<file path="src/rtl/sdp_pkg.sv">
package sdp_pkg;

    // Word and symbol geometry
    localparam int WORD_W = 20;
    localparam int HALF_W = 10;
    localparam int BYTE_W = 8;
    localparam int CNT_W = 5;
    localparam int TX_K_LO_BIT = 16;
    localparam int TX_K_HI_BIT = 17;

    // Bit counter marks, one bit per ref_clk
    localparam logic [CNT_W-1:0] WORD_LAST = 5'h13;
    localparam logic [CNT_W-1:0] HALF_LAST = 5'h09;
    localparam logic [CNT_W-1:0] WORD_MID = 5'h0A;
    localparam logic [CNT_W-1:0] HALF_MID = 5'h05;
    localparam logic [CNT_W-1:0] RESYNC_NEXT = 5'h0A;

    // Transmit buffer
    localparam int FIFO_DEPTH = 4;

    // Idle comma K28.5, bit 0 goes out first
    localparam logic [HALF_W-1:0] COMMA_NEG = 10'h17C;
    localparam logic [HALF_W-1:0] COMMA_POS = 10'h283;
    // Comma run abcdeif as it lands in the deserializer
    localparam logic [6:0] COMMA_SEQ_NEG = 7'h7C;
    localparam logic [6:0] COMMA_SEQ_POS = 7'h03;

    // Code tables, abcdei and fghj with a at the msb, negative disparity form
    localparam logic [5:0] K28_6B = 6'h0F;
    localparam logic [3:0] ALT7_4B = 4'h7;
    localparam logic [5:0] TAB6 [32] = '{
        6'h27, 6'h1D, 6'h2D, 6'h31, 6'h35, 6'h29, 6'h19, 6'h38,
        6'h39, 6'h25, 6'h15, 6'h34, 6'h0D, 6'h2C, 6'h1C, 6'h17,
        6'h1B, 6'h23, 6'h13, 6'h32, 6'h0B, 6'h2A, 6'h1A, 6'h3A,
        6'h33, 6'h26, 6'h16, 6'h36, 6'h0E, 6'h2E, 6'h1E, 6'h2B
    };
    localparam logic [3:0] TAB4 [8] = '{
        4'hB, 4'h9, 4'h5, 4'hC, 4'hD, 4'hA, 4'h6, 4'hE
    };

    // Byte shown for an undecodable symbol
    localparam logic [BYTE_W-1:0] DEC_ERR_BYTE = 8'hFE;

endpackage

</file>
<file path="src/rtl/sdp_sym_if.sv">
`timescale 1ns/1ps

interface sdp_sym_if;
    logic [sdp_pkg::BYTE_W-1:0] byte_v;
    logic k_flag;
    logic [sdp_pkg::HALF_W-1:0] code;
    logic rd_in;
    logic rd_out;
    logic err;

    modport enc_mp (input byte_v, input k_flag, input rd_in, output code, output rd_out);
    modport dec_mp (input code, output byte_v, output k_flag, output err);
endinterface

</file>
<file path="src/rtl/sdp_enc.sv">
`timescale 1ns/1ps

module sdp_enc (
    // Byte in, symbol out
    sdp_sym_if.enc_mp sym
);
    logic [4:0] x;
    logic [2:0] y;
    logic [5:0] t6;
    logic [5:0] c6;
    logic [3:0] t4;
    logic [3:0] c4;
    logic rd_mid;
    logic alt;
    logic inv4;

    always_comb
    begin
        x = sym.byte_v[4:0];
        y = sym.byte_v[7:5];
        t6 = (sym.k_flag && x == 5'h1C) ? sdp_pkg::K28_6B : sdp_pkg::TAB6[x];
        c6 = (sym.rd_in && (($countones(t6) != 3) || (x == 5'h07 && !sym.k_flag))) ? ~t6 : t6;
        rd_mid = ($countones(t6) != 3) ? !sym.rd_in : sym.rd_in;
        // Alternate x.7 avoids a run of five inside the symbol
        if (sym.k_flag)
        begin
            alt = (y == 3'h7);
        end
        else if (rd_mid)
        begin
            alt = (y == 3'h7) && (x == 5'h0B || x == 5'h0D || x == 5'h0E);
        end
        else
        begin
            alt = (y == 3'h7) && (x == 5'h11 || x == 5'h12 || x == 5'h14);
        end
        t4 = alt ? sdp_pkg::ALT7_4B : sdp_pkg::TAB4[y];
        if (rd_mid)
        begin
            inv4 = ($countones(t4) != 2) || (y == 3'h3);
        end
        else
        begin
            inv4 = sym.k_flag && ($countones(t4) == 2) && (y != 3'h3);
        end
        c4 = inv4 ? ~t4 : t4;
        sym.rd_out = ($countones(t4) != 2) ? !rd_mid : rd_mid;
        for (int i = 0; i < 6; i++)
        begin
            sym.code[i] = c6[5-i];
        end
        for (int i = 0; i < 4; i++)
        begin
            sym.code[6+i] = c4[3-i];
        end
    end
endmodule

</file>
<file path="src/rtl/sdp_dec.sv">
`timescale 1ns/1ps

module sdp_dec (
    // Symbol in, byte out
    sdp_sym_if.dec_mp sym
);
    logic [5:0] s6;
    logic [3:0] s4;
    logic [4:0] x;
    logic [2:0] y;
    logic hit6;
    logic hit4;
    logic is28;
    logic alt;

    // Disparity is not policed; only unknown symbols are flagged
    always_comb
    begin
        s6 = '0;
        s4 = '0;
        for (int i = 0; i < 6; i++)
        begin
            s6[5-i] = sym.code[i];
        end
        for (int i = 0; i < 4; i++)
        begin
            s4[3-i] = sym.code[6+i];
        end
        is28 = (s6 == sdp_pkg::K28_6B) || (s6 == ~sdp_pkg::K28_6B);
        if (s6 == ~sdp_pkg::K28_6B)
        begin
            s4 = ~s4;
        end
        hit6 = is28;
        x = is28 ? 5'h1C : 5'h00;
        for (int i = 0; i < 32; i++)
        begin
            if (s6 == sdp_pkg::TAB6[i] || (s6 == ~sdp_pkg::TAB6[i]
                && ($countones(sdp_pkg::TAB6[i]) != 3 || i == 7)))
            begin
                x = i[4:0];
                hit6 = 1'b1;
            end
        end
        alt = (s4 == sdp_pkg::ALT7_4B) || (s4 == ~sdp_pkg::ALT7_4B);
        hit4 = alt;
        y = alt ? 3'h7 : 3'h0;
        for (int j = 0; j < 8; j++)
        begin
            if (s4 == sdp_pkg::TAB4[j] || (s4 == ~sdp_pkg::TAB4[j]
                && ($countones(sdp_pkg::TAB4[j]) != 2 || j == 3)))
            begin
                y = j[2:0];
                hit4 = 1'b1;
            end
        end
        sym.err = !(hit6 && hit4);
        sym.k_flag = is28 || (alt && (x == 5'h17 || x == 5'h1B || x == 5'h1D || x == 5'h1E));
        sym.byte_v = sym.err ? sdp_pkg::DEC_ERR_BYTE : {y, x};
    end
endmodule

</file>
<file path="src/rtl/sdp_datapath.sv">
`timescale 1ns/1ps

// Contract
// - Full rate: 20-bit word per tx clock serialized
// - Full rate: receive 20-bit words, all lines
// - Coded full rate: 16 data, 2 control
// - Coded full rate: 16 data, 2 status
// - Half rate: lower ten transmit bits only
// - Half rate coded: 8 data, 1 control
// - Half rate receive: lower ten or 8+1
// - Loopback feeds serializer into deserializer
// - Reset: rx clock low, outputs released
// - Serial output released while loopback enabled
// - Transmitter disabled releases serial output
// - Serial rate ten or twenty bits per word
// - Transmit FIFO decouples tx clock domain
// - Transmit and receive rates set independently
// - Low byte first, lsb first
module sdp_datapath #(
    parameter int FIFO_DEPTH = sdp_pkg::FIFO_DEPTH
) (
    // Clock and reset
    input logic ref_clk,
    input logic rst_n,
    // Static configuration
    input logic tx_half_rate,
    input logic rx_half_rate,
    input logic tx_code_en,
    input logic rx_code_en,
    input logic tx_disable,
    input logic loopback_enable,
    // Parallel transmit side
    input logic tx_clk,
    input logic [sdp_pkg::WORD_W-1:0] txd,
    output logic tx_fifo_overflow,
    // Serial line
    output logic serial_out_pos,
    output logic serial_out_neg,
    output logic serial_out_oe,
    input logic serial_in_pos,
    input logic serial_in_neg,
    // Parallel receive side
    output logic rx_clk,
    output logic [sdp_pkg::WORD_W-1:0] rxd,
    output logic [sdp_pkg::WORD_W-1:0] rxd_oe
);
    localparam int W = sdp_pkg::WORD_W;
    localparam int H = sdp_pkg::HALF_W;
    localparam int PTR_W = $clog2(FIFO_DEPTH);
    localparam logic [PTR_W:0] FIFO_FULL = (PTR_W+1)'(FIFO_DEPTH);

    // Input synchronisers
    logic [2:0] tck_s_q;
    logic [2:0] tck_s_d;
    logic tck_lvl_q;
    logic tck_lvl_d;
    logic [W-1:0] txd_s1_q;
    logic [W-1:0] txd_s2_q;
    logic [W-1:0] txd_s3_q;
    logic [2:0] sin_p_s_q;
    logic [2:0] sin_p_s_d;
    logic [2:0] sin_n_s_q;
    logic [2:0] sin_n_s_d;
    logic tck_edge;

    // Transmit state
    logic [W-1:0] mem_q [FIFO_DEPTH];
    logic [W-1:0] mem_d [FIFO_DEPTH];
    logic [PTR_W-1:0] wr_q;
    logic [PTR_W-1:0] wr_d;
    logic [PTR_W-1:0] rd_q;
    logic [PTR_W-1:0] rd_d;
    logic [PTR_W:0] cnt_q;
    logic [PTR_W:0] cnt_d;
    logic [W-1:0] sh_q;
    logic [W-1:0] sh_d;
    logic [sdp_pkg::CNT_W-1:0] bit_q;
    logic [sdp_pkg::CNT_W-1:0] bit_d;
    logic tx_rd_q;
    logic tx_rd_d;
    logic ovf_q;
    logic ovf_d;
    logic sout_p_q;
    logic sout_p_d;
    logic sout_n_q;
    logic sout_n_d;
    logic sout_oe_q;
    logic sout_oe_d;
    logic [sdp_pkg::CNT_W-1:0] tx_last;
    logic load;
    logic empty;
    logic rd_a;
    logic push;
    logic [W-1:0] cap_word;

    // Receive state
    logic rx_line_q;
    logic rx_line_d;
    logic [W-1:0] rsh_q;
    logic [W-1:0] rsh_d;
    logic [sdp_pkg::CNT_W-1:0] rcnt_q;
    logic [sdp_pkg::CNT_W-1:0] rcnt_d;
    logic [W-1:0] rxd_q;
    logic [W-1:0] rxd_d;
    logic [W-1:0] rxd_oe_q;
    logic [W-1:0] rxd_oe_d;
    logic rx_clk_q;
    logic rx_clk_d;
    logic [sdp_pkg::CNT_W-1:0] rx_last;
    logic bit_in;
    logic comma_hit;
    logic aligned;
    logic done;

    sdp_sym_if enc_lo_if ();
    sdp_sym_if enc_hi_if ();
    sdp_sym_if dec_lo_if ();
    sdp_sym_if dec_hi_if ();

    sdp_enc u_enc_lo (.sym(enc_lo_if));
    sdp_enc u_enc_hi (.sym(enc_hi_if));
    sdp_dec u_dec_lo (.sym(dec_lo_if));
    sdp_dec u_dec_hi (.sym(dec_hi_if));

    // Synchroniser chains, first stage read only by the second
    always_comb
    begin
        tck_s_d = {tck_s_q[1:0], tx_clk};
        sin_p_s_d = {sin_p_s_q[1:0], serial_in_pos};
        sin_n_s_d = {sin_n_s_q[1:0], serial_in_neg};
        tck_lvl_d = (tck_s_q[1] == tck_s_q[2]) ? tck_s_q[2] : tck_lvl_q;
    end

    always_ff @(posedge ref_clk)
    begin
        if (!rst_n)
        begin
            tck_s_q <= '0;
            sin_p_s_q <= '0;
            sin_n_s_q <= '0;
            tck_lvl_q <= 1'b0;
            txd_s1_q <= '0;
            txd_s2_q <= '0;
            txd_s3_q <= '0;
        end
        else
        begin
            tck_s_q <= tck_s_d;
            sin_p_s_q <= sin_p_s_d;
            sin_n_s_q <= sin_n_s_d;
            tck_lvl_q <= tck_lvl_d;
            txd_s1_q <= txd;
            txd_s2_q <= txd_s1_q;
            txd_s3_q <= txd_s2_q;
        end
    end

    // Rising tx clock seen once stages two and three agree
    assign tck_edge = (tck_s_q[1] == tck_s_q[2]) && tck_s_q[2] && !tck_lvl_q;

    // Word length sets bits per word
    assign tx_last = tx_half_rate ? sdp_pkg::HALF_LAST : sdp_pkg::WORD_LAST;
    assign load = (bit_q == tx_last);
    assign empty = (cnt_q == '0);
    // Half-rate idle comma flips disparity ahead of a same-cycle capture
    assign rd_a = (load && empty && tx_code_en && tx_half_rate) ? !tx_rd_q : tx_rd_q;
    assign push = tck_edge && (cnt_q != FIFO_FULL);

    // Two bytes with their control flags
    assign enc_lo_if.byte_v = txd_s3_q[sdp_pkg::BYTE_W-1:0];
    assign enc_lo_if.k_flag = txd_s3_q[sdp_pkg::TX_K_LO_BIT];
    assign enc_lo_if.rd_in = rd_a;
    assign enc_hi_if.byte_v = txd_s3_q[2*sdp_pkg::BYTE_W-1:sdp_pkg::BYTE_W];
    assign enc_hi_if.k_flag = txd_s3_q[sdp_pkg::TX_K_HI_BIT];
    assign enc_hi_if.rd_in = enc_lo_if.rd_out;

    always_comb
    begin
        mem_d = mem_q;
        wr_d = wr_q;
        rd_d = rd_q;
        ovf_d = 1'b0;
        tx_rd_d = rd_a;
        sh_d = {1'b0, sh_q[W-1:1]};
        bit_d = bit_q + 5'h01;
        if (tx_code_en)
        begin
            // Half rate codes the low byte only
            cap_word = tx_half_rate ? {{H{1'b0}}, enc_lo_if.code} : {enc_hi_if.code, enc_lo_if.code};
        end
        else
        begin
            // Half rate takes the lower ten lines
            cap_word = tx_half_rate ? {{H{1'b0}}, txd_s3_q[H-1:0]} : txd_s3_q;
        end
        // Capture one word per tx clock
        if (tck_edge)
        begin
            if (push)
            begin
                mem_d[wr_q] = cap_word;
                wr_d = wr_q + PTR_W'(1);
                if (tx_code_en)
                begin
                    tx_rd_d = tx_half_rate ? enc_lo_if.rd_out : enc_hi_if.rd_out;
                end
            end
            else
            begin
                ovf_d = 1'b1;
            end
        end
        // Serializer drains the buffer on its own clock
        if (load)
        begin
            bit_d = '0;
            if (!empty)
            begin
                sh_d = mem_q[rd_q];
                rd_d = rd_q + PTR_W'(1);
            end
            else if (tx_code_en && tx_half_rate)
            begin
                sh_d = {{H{1'b0}}, tx_rd_q ? sdp_pkg::COMMA_POS : sdp_pkg::COMMA_NEG};
            end
            else if (tx_code_en)
            begin
                sh_d = {tx_rd_q ? sdp_pkg::COMMA_NEG : sdp_pkg::COMMA_POS,
                        tx_rd_q ? sdp_pkg::COMMA_POS : sdp_pkg::COMMA_NEG};
            end
            else
            begin
                sh_d = '0;
            end
        end
        cnt_d = cnt_q + (PTR_W+1)'(push) - (PTR_W+1)'(load && !empty);
        // Bit zero of the word leaves first
        sout_p_d = sh_q[0];
        sout_n_d = !sh_q[0];
        sout_oe_d = !loopback_enable && !tx_disable;
    end

    always_ff @(posedge ref_clk)
    begin
        if (!rst_n)
        begin
            mem_q <= '{default: '0};
            wr_q <= '0;
            rd_q <= '0;
            cnt_q <= '0;
            sh_q <= '0;
            bit_q <= '0;
            tx_rd_q <= 1'b0;
            ovf_q <= 1'b0;
            sout_p_q <= 1'b0;
            sout_n_q <= 1'b0;
            sout_oe_q <= 1'b0;
        end
        else
        begin
            mem_q <= mem_d;
            wr_q <= wr_d;
            rd_q <= rd_d;
            cnt_q <= cnt_d;
            sh_q <= sh_d;
            bit_q <= bit_d;
            tx_rd_q <= tx_rd_d;
            ovf_q <= ovf_d;
            sout_p_q <= sout_p_d;
            sout_n_q <= sout_n_d;
            sout_oe_q <= sout_oe_d;
        end
    end

    // Receive length from its own rate input
    assign rx_last = rx_half_rate ? sdp_pkg::HALF_LAST : sdp_pkg::WORD_LAST;
    assign bit_in = loopback_enable ? sh_q[0] : rx_line_q;
    assign dec_lo_if.code = rx_half_rate ? rsh_d[W-1:H] : rsh_d[H-1:0];
    assign dec_hi_if.code = rsh_d[W-1:H];

    always_comb
    begin
        // Equal legs carry no data; the last bit is held
        rx_line_d = (sin_p_s_q[2] != sin_n_s_q[2]) ? sin_p_s_q[2] : rx_line_q;
        rsh_d = {bit_in, rsh_q[W-1:1]};
        comma_hit = rx_code_en && (rsh_d[W-4:H] == sdp_pkg::COMMA_SEQ_NEG
                    || rsh_d[W-4:H] == sdp_pkg::COMMA_SEQ_POS);
        aligned = (rcnt_q == sdp_pkg::HALF_LAST) || (rcnt_q == sdp_pkg::WORD_LAST);
        done = (rcnt_q == rx_last);
        rcnt_d = rcnt_q + 5'h01;
        // Comma realigns; a full word starts with its low byte
        if (comma_hit && !aligned)
        begin
            done = rx_half_rate;
            rcnt_d = sdp_pkg::RESYNC_NEXT;
        end
        if (done)
        begin
            rcnt_d = '0;
        end
        rxd_d = rxd_q;
        if (done && rx_code_en && rx_half_rate)
        begin
            // Eight data bits plus one status
            rxd_d = '0;
            rxd_d[sdp_pkg::BYTE_W-1:0] = dec_lo_if.byte_v;
            rxd_d[sdp_pkg::TX_K_LO_BIT] = dec_lo_if.k_flag || dec_lo_if.err;
        end
        else if (done && rx_code_en)
        begin
            // Sixteen data bits plus two status
            rxd_d = '0;
            rxd_d[2*sdp_pkg::BYTE_W-1:0] = {dec_hi_if.byte_v, dec_lo_if.byte_v};
            rxd_d[sdp_pkg::TX_K_LO_BIT] = dec_lo_if.k_flag || dec_lo_if.err;
            rxd_d[sdp_pkg::TX_K_HI_BIT] = dec_hi_if.k_flag || dec_hi_if.err;
        end
        else if (done && rx_half_rate)
        begin
            // Raw symbol on the lower ten lines
            rxd_d = {{H{1'b0}}, rsh_d[W-1:H]};
        end
        else if (done)
        begin
            // Raw word on all twenty lines
            rxd_d = rsh_d;
        end
        // Top two lines are released when decoding
        rxd_oe_d = rx_code_en ? {2'b00, {(W-2){1'b1}}} : {W{1'b1}};
        // Data changes on the falling edge, stable at the rise
        rx_clk_d = (rcnt_d >= (rx_half_rate ? sdp_pkg::HALF_MID : sdp_pkg::WORD_MID));
    end

    always_ff @(posedge ref_clk)
    begin
        // Reset holds rx clock low, all released
        if (!rst_n)
        begin
            rx_line_q <= 1'b0;
            rsh_q <= '0;
            rcnt_q <= '0;
            rxd_q <= '0;
            rxd_oe_q <= '0;
            rx_clk_q <= 1'b0;
        end
        else
        begin
            rx_line_q <= rx_line_d;
            rsh_q <= rsh_d;
            rcnt_q <= rcnt_d;
            rxd_q <= rxd_d;
            rxd_oe_q <= rxd_oe_d;
            rx_clk_q <= rx_clk_d;
        end
    end

    assign tx_fifo_overflow = ovf_q;
    assign serial_out_pos = sout_p_q;
    assign serial_out_neg = sout_n_q;
    assign serial_out_oe = sout_oe_q;
    assign rx_clk = rx_clk_q;
    assign rxd = rxd_q;
    assign rxd_oe = rxd_oe_q;
endmodule

</file>
<file path="config.mk">
export PLATFORM = sky130hd
export DESIGN_NAME = sdp_datapath
export DESIGN_NICKNAME = d
export VERILOG_FILES = /design/src/rtl/sdp_pkg.sv /design/src/rtl/sdp_sym_if.sv /design/src/rtl/sdp_enc.sv /design/src/rtl/sdp_dec.sv /design/src/rtl/sdp_datapath.sv
export SDC_FILE = /design/constraint.sdc
export NUM_CORES = 1
export LEC_CHECK = 0
export ABC_AREA = 1
export BUFFER_PORTS_ARGS = -buffer_cell sky130_fd_sc_hd__buf_4
export CAP_MARGIN = 10
export CORE_MARGIN = 1.5
export CORE_UTILIZATION = 65
export CTS_CLUSTER_SIZE = 30
export DETAILED_ROUTE_END_ITERATION = 10
export PLACE_DENSITY = 0.81
export SLEW_MARGIN = 20
export SYNTH_ARGS = -nofsm -noshare
export SYNTH_HDL_FRONTEND = slang
export SYNTH_SLANG_ARGS = --single-unit
</file>
<file path="constraint.sdc">
create_clock -name ref_clk -period 21 [get_ports ref_clk]
set_input_delay 4.2 -clock ref_clk [delete_from_list [all_inputs] [get_ports ref_clk]]
set_output_delay 4.2 -clock ref_clk [all_outputs]
set_load 0.03 [all_outputs]
</file>
==> impl_metrics.json <==
{
  "synthCells": 1825,
  "setup.worst_path.start_class": "input port",
  "totalWireLength_mm": 32.8,
  "grt_pass1_vias": 11100,
  "ctsHoldBuffers": 0,
  "hold_class": "flip-flop to flip-flop",
  "vias": 12200,
  "drive_above_1_share": 0.102,
  "cts.clk_slew.worst_paths_ps": 60,
  "grtUsageTotal": 0.315,
  "ctsResizeCount": 0,
  "drv_cap": 0,
  "layout_min_cycle_time_ps": 9870,
  "tightest_slew_ps": 1090,
  "die_h_um": 144,
  "final_max_slew_viol_count": 0,
  "wire_per_inst_um": 15.5,
  "avgSynthCellArea_um2": 7.04,
  "final_antenna_net_count": 0,
  "viasPerCell": 5.75,
  "relSlewSlack": 0.271,
  "grt_max_degree": 96,
  "post-route-period-util": 0.470,
  "synthDistinctLibCells": 63,
  "synthesis.nets": 1908,
  "fmax_mhz": 101,
  "antenna_found_initial": 0,
  "insertion_delay_ps": 520,
  "yosys-top-cells-area": "dfxtp_1, nand2_1, inv_1",
  "rsz0062_at_grt": "false",
  "setup_viol": 0,
  "grt-ovfl-total": 0,
  "seq_area_mm2": 0.00470,
  "hpwl_mm": 22.6,
  "crit_fanout": 23,
  "ys_seq_elements": 235,
  "crit_family": "simple AND/OR/NAND/NOR gates",
  "dieArea_mm2": 0.0206,
  "routabilityCongestion": 0.971,
  "clock_sinks": 235,
  "vdd_drop_max_uv": 70.5,
  "ys_async_sr_fraction": 0,
  "p_per_area_mw_per_mm2": 71.9,
  "status": "finished, final reports clean",
  "post-synth-top-area-cell": "dfxtp_1",
  "slowest_stage": "nand3_2",
  "endpoint_kind": "flip-flop",
  "n_fill_cell": 1617,
  "cts_root_buf": "clkbuf_16",
  "core_mm2": 0.0194,
  "synth-edff-count": 0,
  "power_leakage_uw": 0.00679,
  "utilization": 0.727,
  "post_cts_buffers": 0,
  "skew_ps": 10.6,
  "ys.flop_type": "dfxtp_1",
  "yosysWarnings": 0,
  "layout.nets": 1923,
  "synth_top_area_share": 0.366,
  "ys_top_cells_by_count": "nand2_1, inv_1, dfxtp_1",
  "worst-endpoint-required_ps": 21360,
  "areaGrowthSynthToFinish_pct": 9.78,
  "yosysSeqAreaShare": 0.366,
  "io_buffers": 75,
  "antennaDiodeCount": 0,
  "crit_top_cell": "nand2_1",
  "drc": 0,
  "tritoncts": "built",
  "fin_setup_tns_ps": 0,
  "die_w_um": 144,
  "start_util": 0.662,
  "num_rows": 51,
  "multi_input_area_mm2": 0.00657,
  "cp.buffers_inverters": 7,
  "firstDrtPassIters": 6,
  "arrival_ps": 10230,
  "grt_pass1_wl_mm": 52.7,
  "syn_area_mm2": 0.0128,
  "hold_ws_ps": 410,
  "drt_iter0_drc": 1216,
  "hold_violations": 0,
  "io_pins": 76,
  "yosysMostFrequentCell": "nand2_1",
  "clock_path_buffers": 3,
  "cts_buffers": 24,
  "path_class": "input port to flip-flop",
  "max_stage_delay_ps": 460,
  "h-tree-depth": 1
}
## per-stage QoR
step / power (uW) / instances / setup slack, ps / area (um^2)
finish: 1010 / 2121 / 11130 / 14100
global route: 1050 / 2121 / 10620 / 14100
CTS: 1010 / 2121 / 11220 / 14100
detailed placement: 595 / 2079 / 10730 / 13300
global placement: 592 / 2079 / 11000 / 13300
floorplan: 564 / 1825 / 11950 / 12800
## area by class of cell
type | instances | area share
multi-input combinational | 1202 | 0.466
sequential | 235 | 0.334
inverter | 299 | 0.0796
clock buffer | 37 | 0.0518
timing repair buffer | 78 | 0.0415
tap | 265 | 0.0235
clock inverter | 5 | 0.00390
## worst min-delay path, stage by stage, from the launching register on
cell	delay, ps
dfxtp_1	300
nand2_1	40
inv_1	40
## report_power, final
group / switching, uW / internal, uW
clock network: 176 / 251
registers: 6.27 / 455
logic: 83.5 / 43.1
total: 265 / 749
## worst paths after layout
kind,startpoint,end,cells past startpoint,slack (ps)
max,tx_half_rate,mem_q[56],40,11130
min reg2reg,txd_s2_q[14],txd_s3_q[14],2,410
max reg2reg,txd_s3_q[0],mem_q[56],47,13220
min,txd_s2_q[14],txd_s3_q[14],2,410
## cells by family after synthesis
| family | after synthesis | synth area share |
|---|---|---|
| AND/OR/NAND/NOR | 671 | 0.233 |
| AO/OA/AOI/OAI | 453 | 0.203 |
| buffers and inverters | 388 | 0.122 |
| flip-flops | 235 | 0.366 |
| adder cells (fa/ha/maj) | 52 | 0.0542 |
| XOR/XNOR | 25 | 0.0203 |
| multiplexers | 1 | 0.00107 |
## per-layer routing
layer | up-vias | routed length (um) | global-route usage
met5 | - | 0 | 0
met4 | 0 | 679 | 0.0908
met3 | 75 | 3170 | 0.0543
met2 | 600 | 14800 | 0.507
met1 | 5515 | 14200 | 0.433
li1 | 6005 | - | -
## sequential cells by signal (all words and copies together), names as in the netlist, 5 cells and up
| name | cells |
|---|---|
| mem_q | 80 |
| rxd | 20 |
| sh_q | 20 |
| txd_s1_q | 20 |
| txd_s2_q | 20 |
| txd_s3_q | 20 |
| rsh_q | 19 |
| bit_q | 5 |
| rcnt_q | 5 |
## cell usage in the layout (no fill, tap or decap), types with 9 or more instances in the layout
cell type	count
a21oi_1	152
a221o_1	12
buf_4	78
clkbuf_16	25
dfxtp_1	235
ha_1	46
inv_1	276
inv_2	21
nand2_1	330
nand3_1	113
nand4_1	24
nor2_1	120
nor2_2	13
nor3_1	31
nor4_1	10
o21ai_0	168
o21ai_1	14
o21ai_2	11
o21bai_1	22
o22ai_1	31
xnor2_1	9
xor2_1	12
Note: power is estimated with default switching activity, not from simulation.
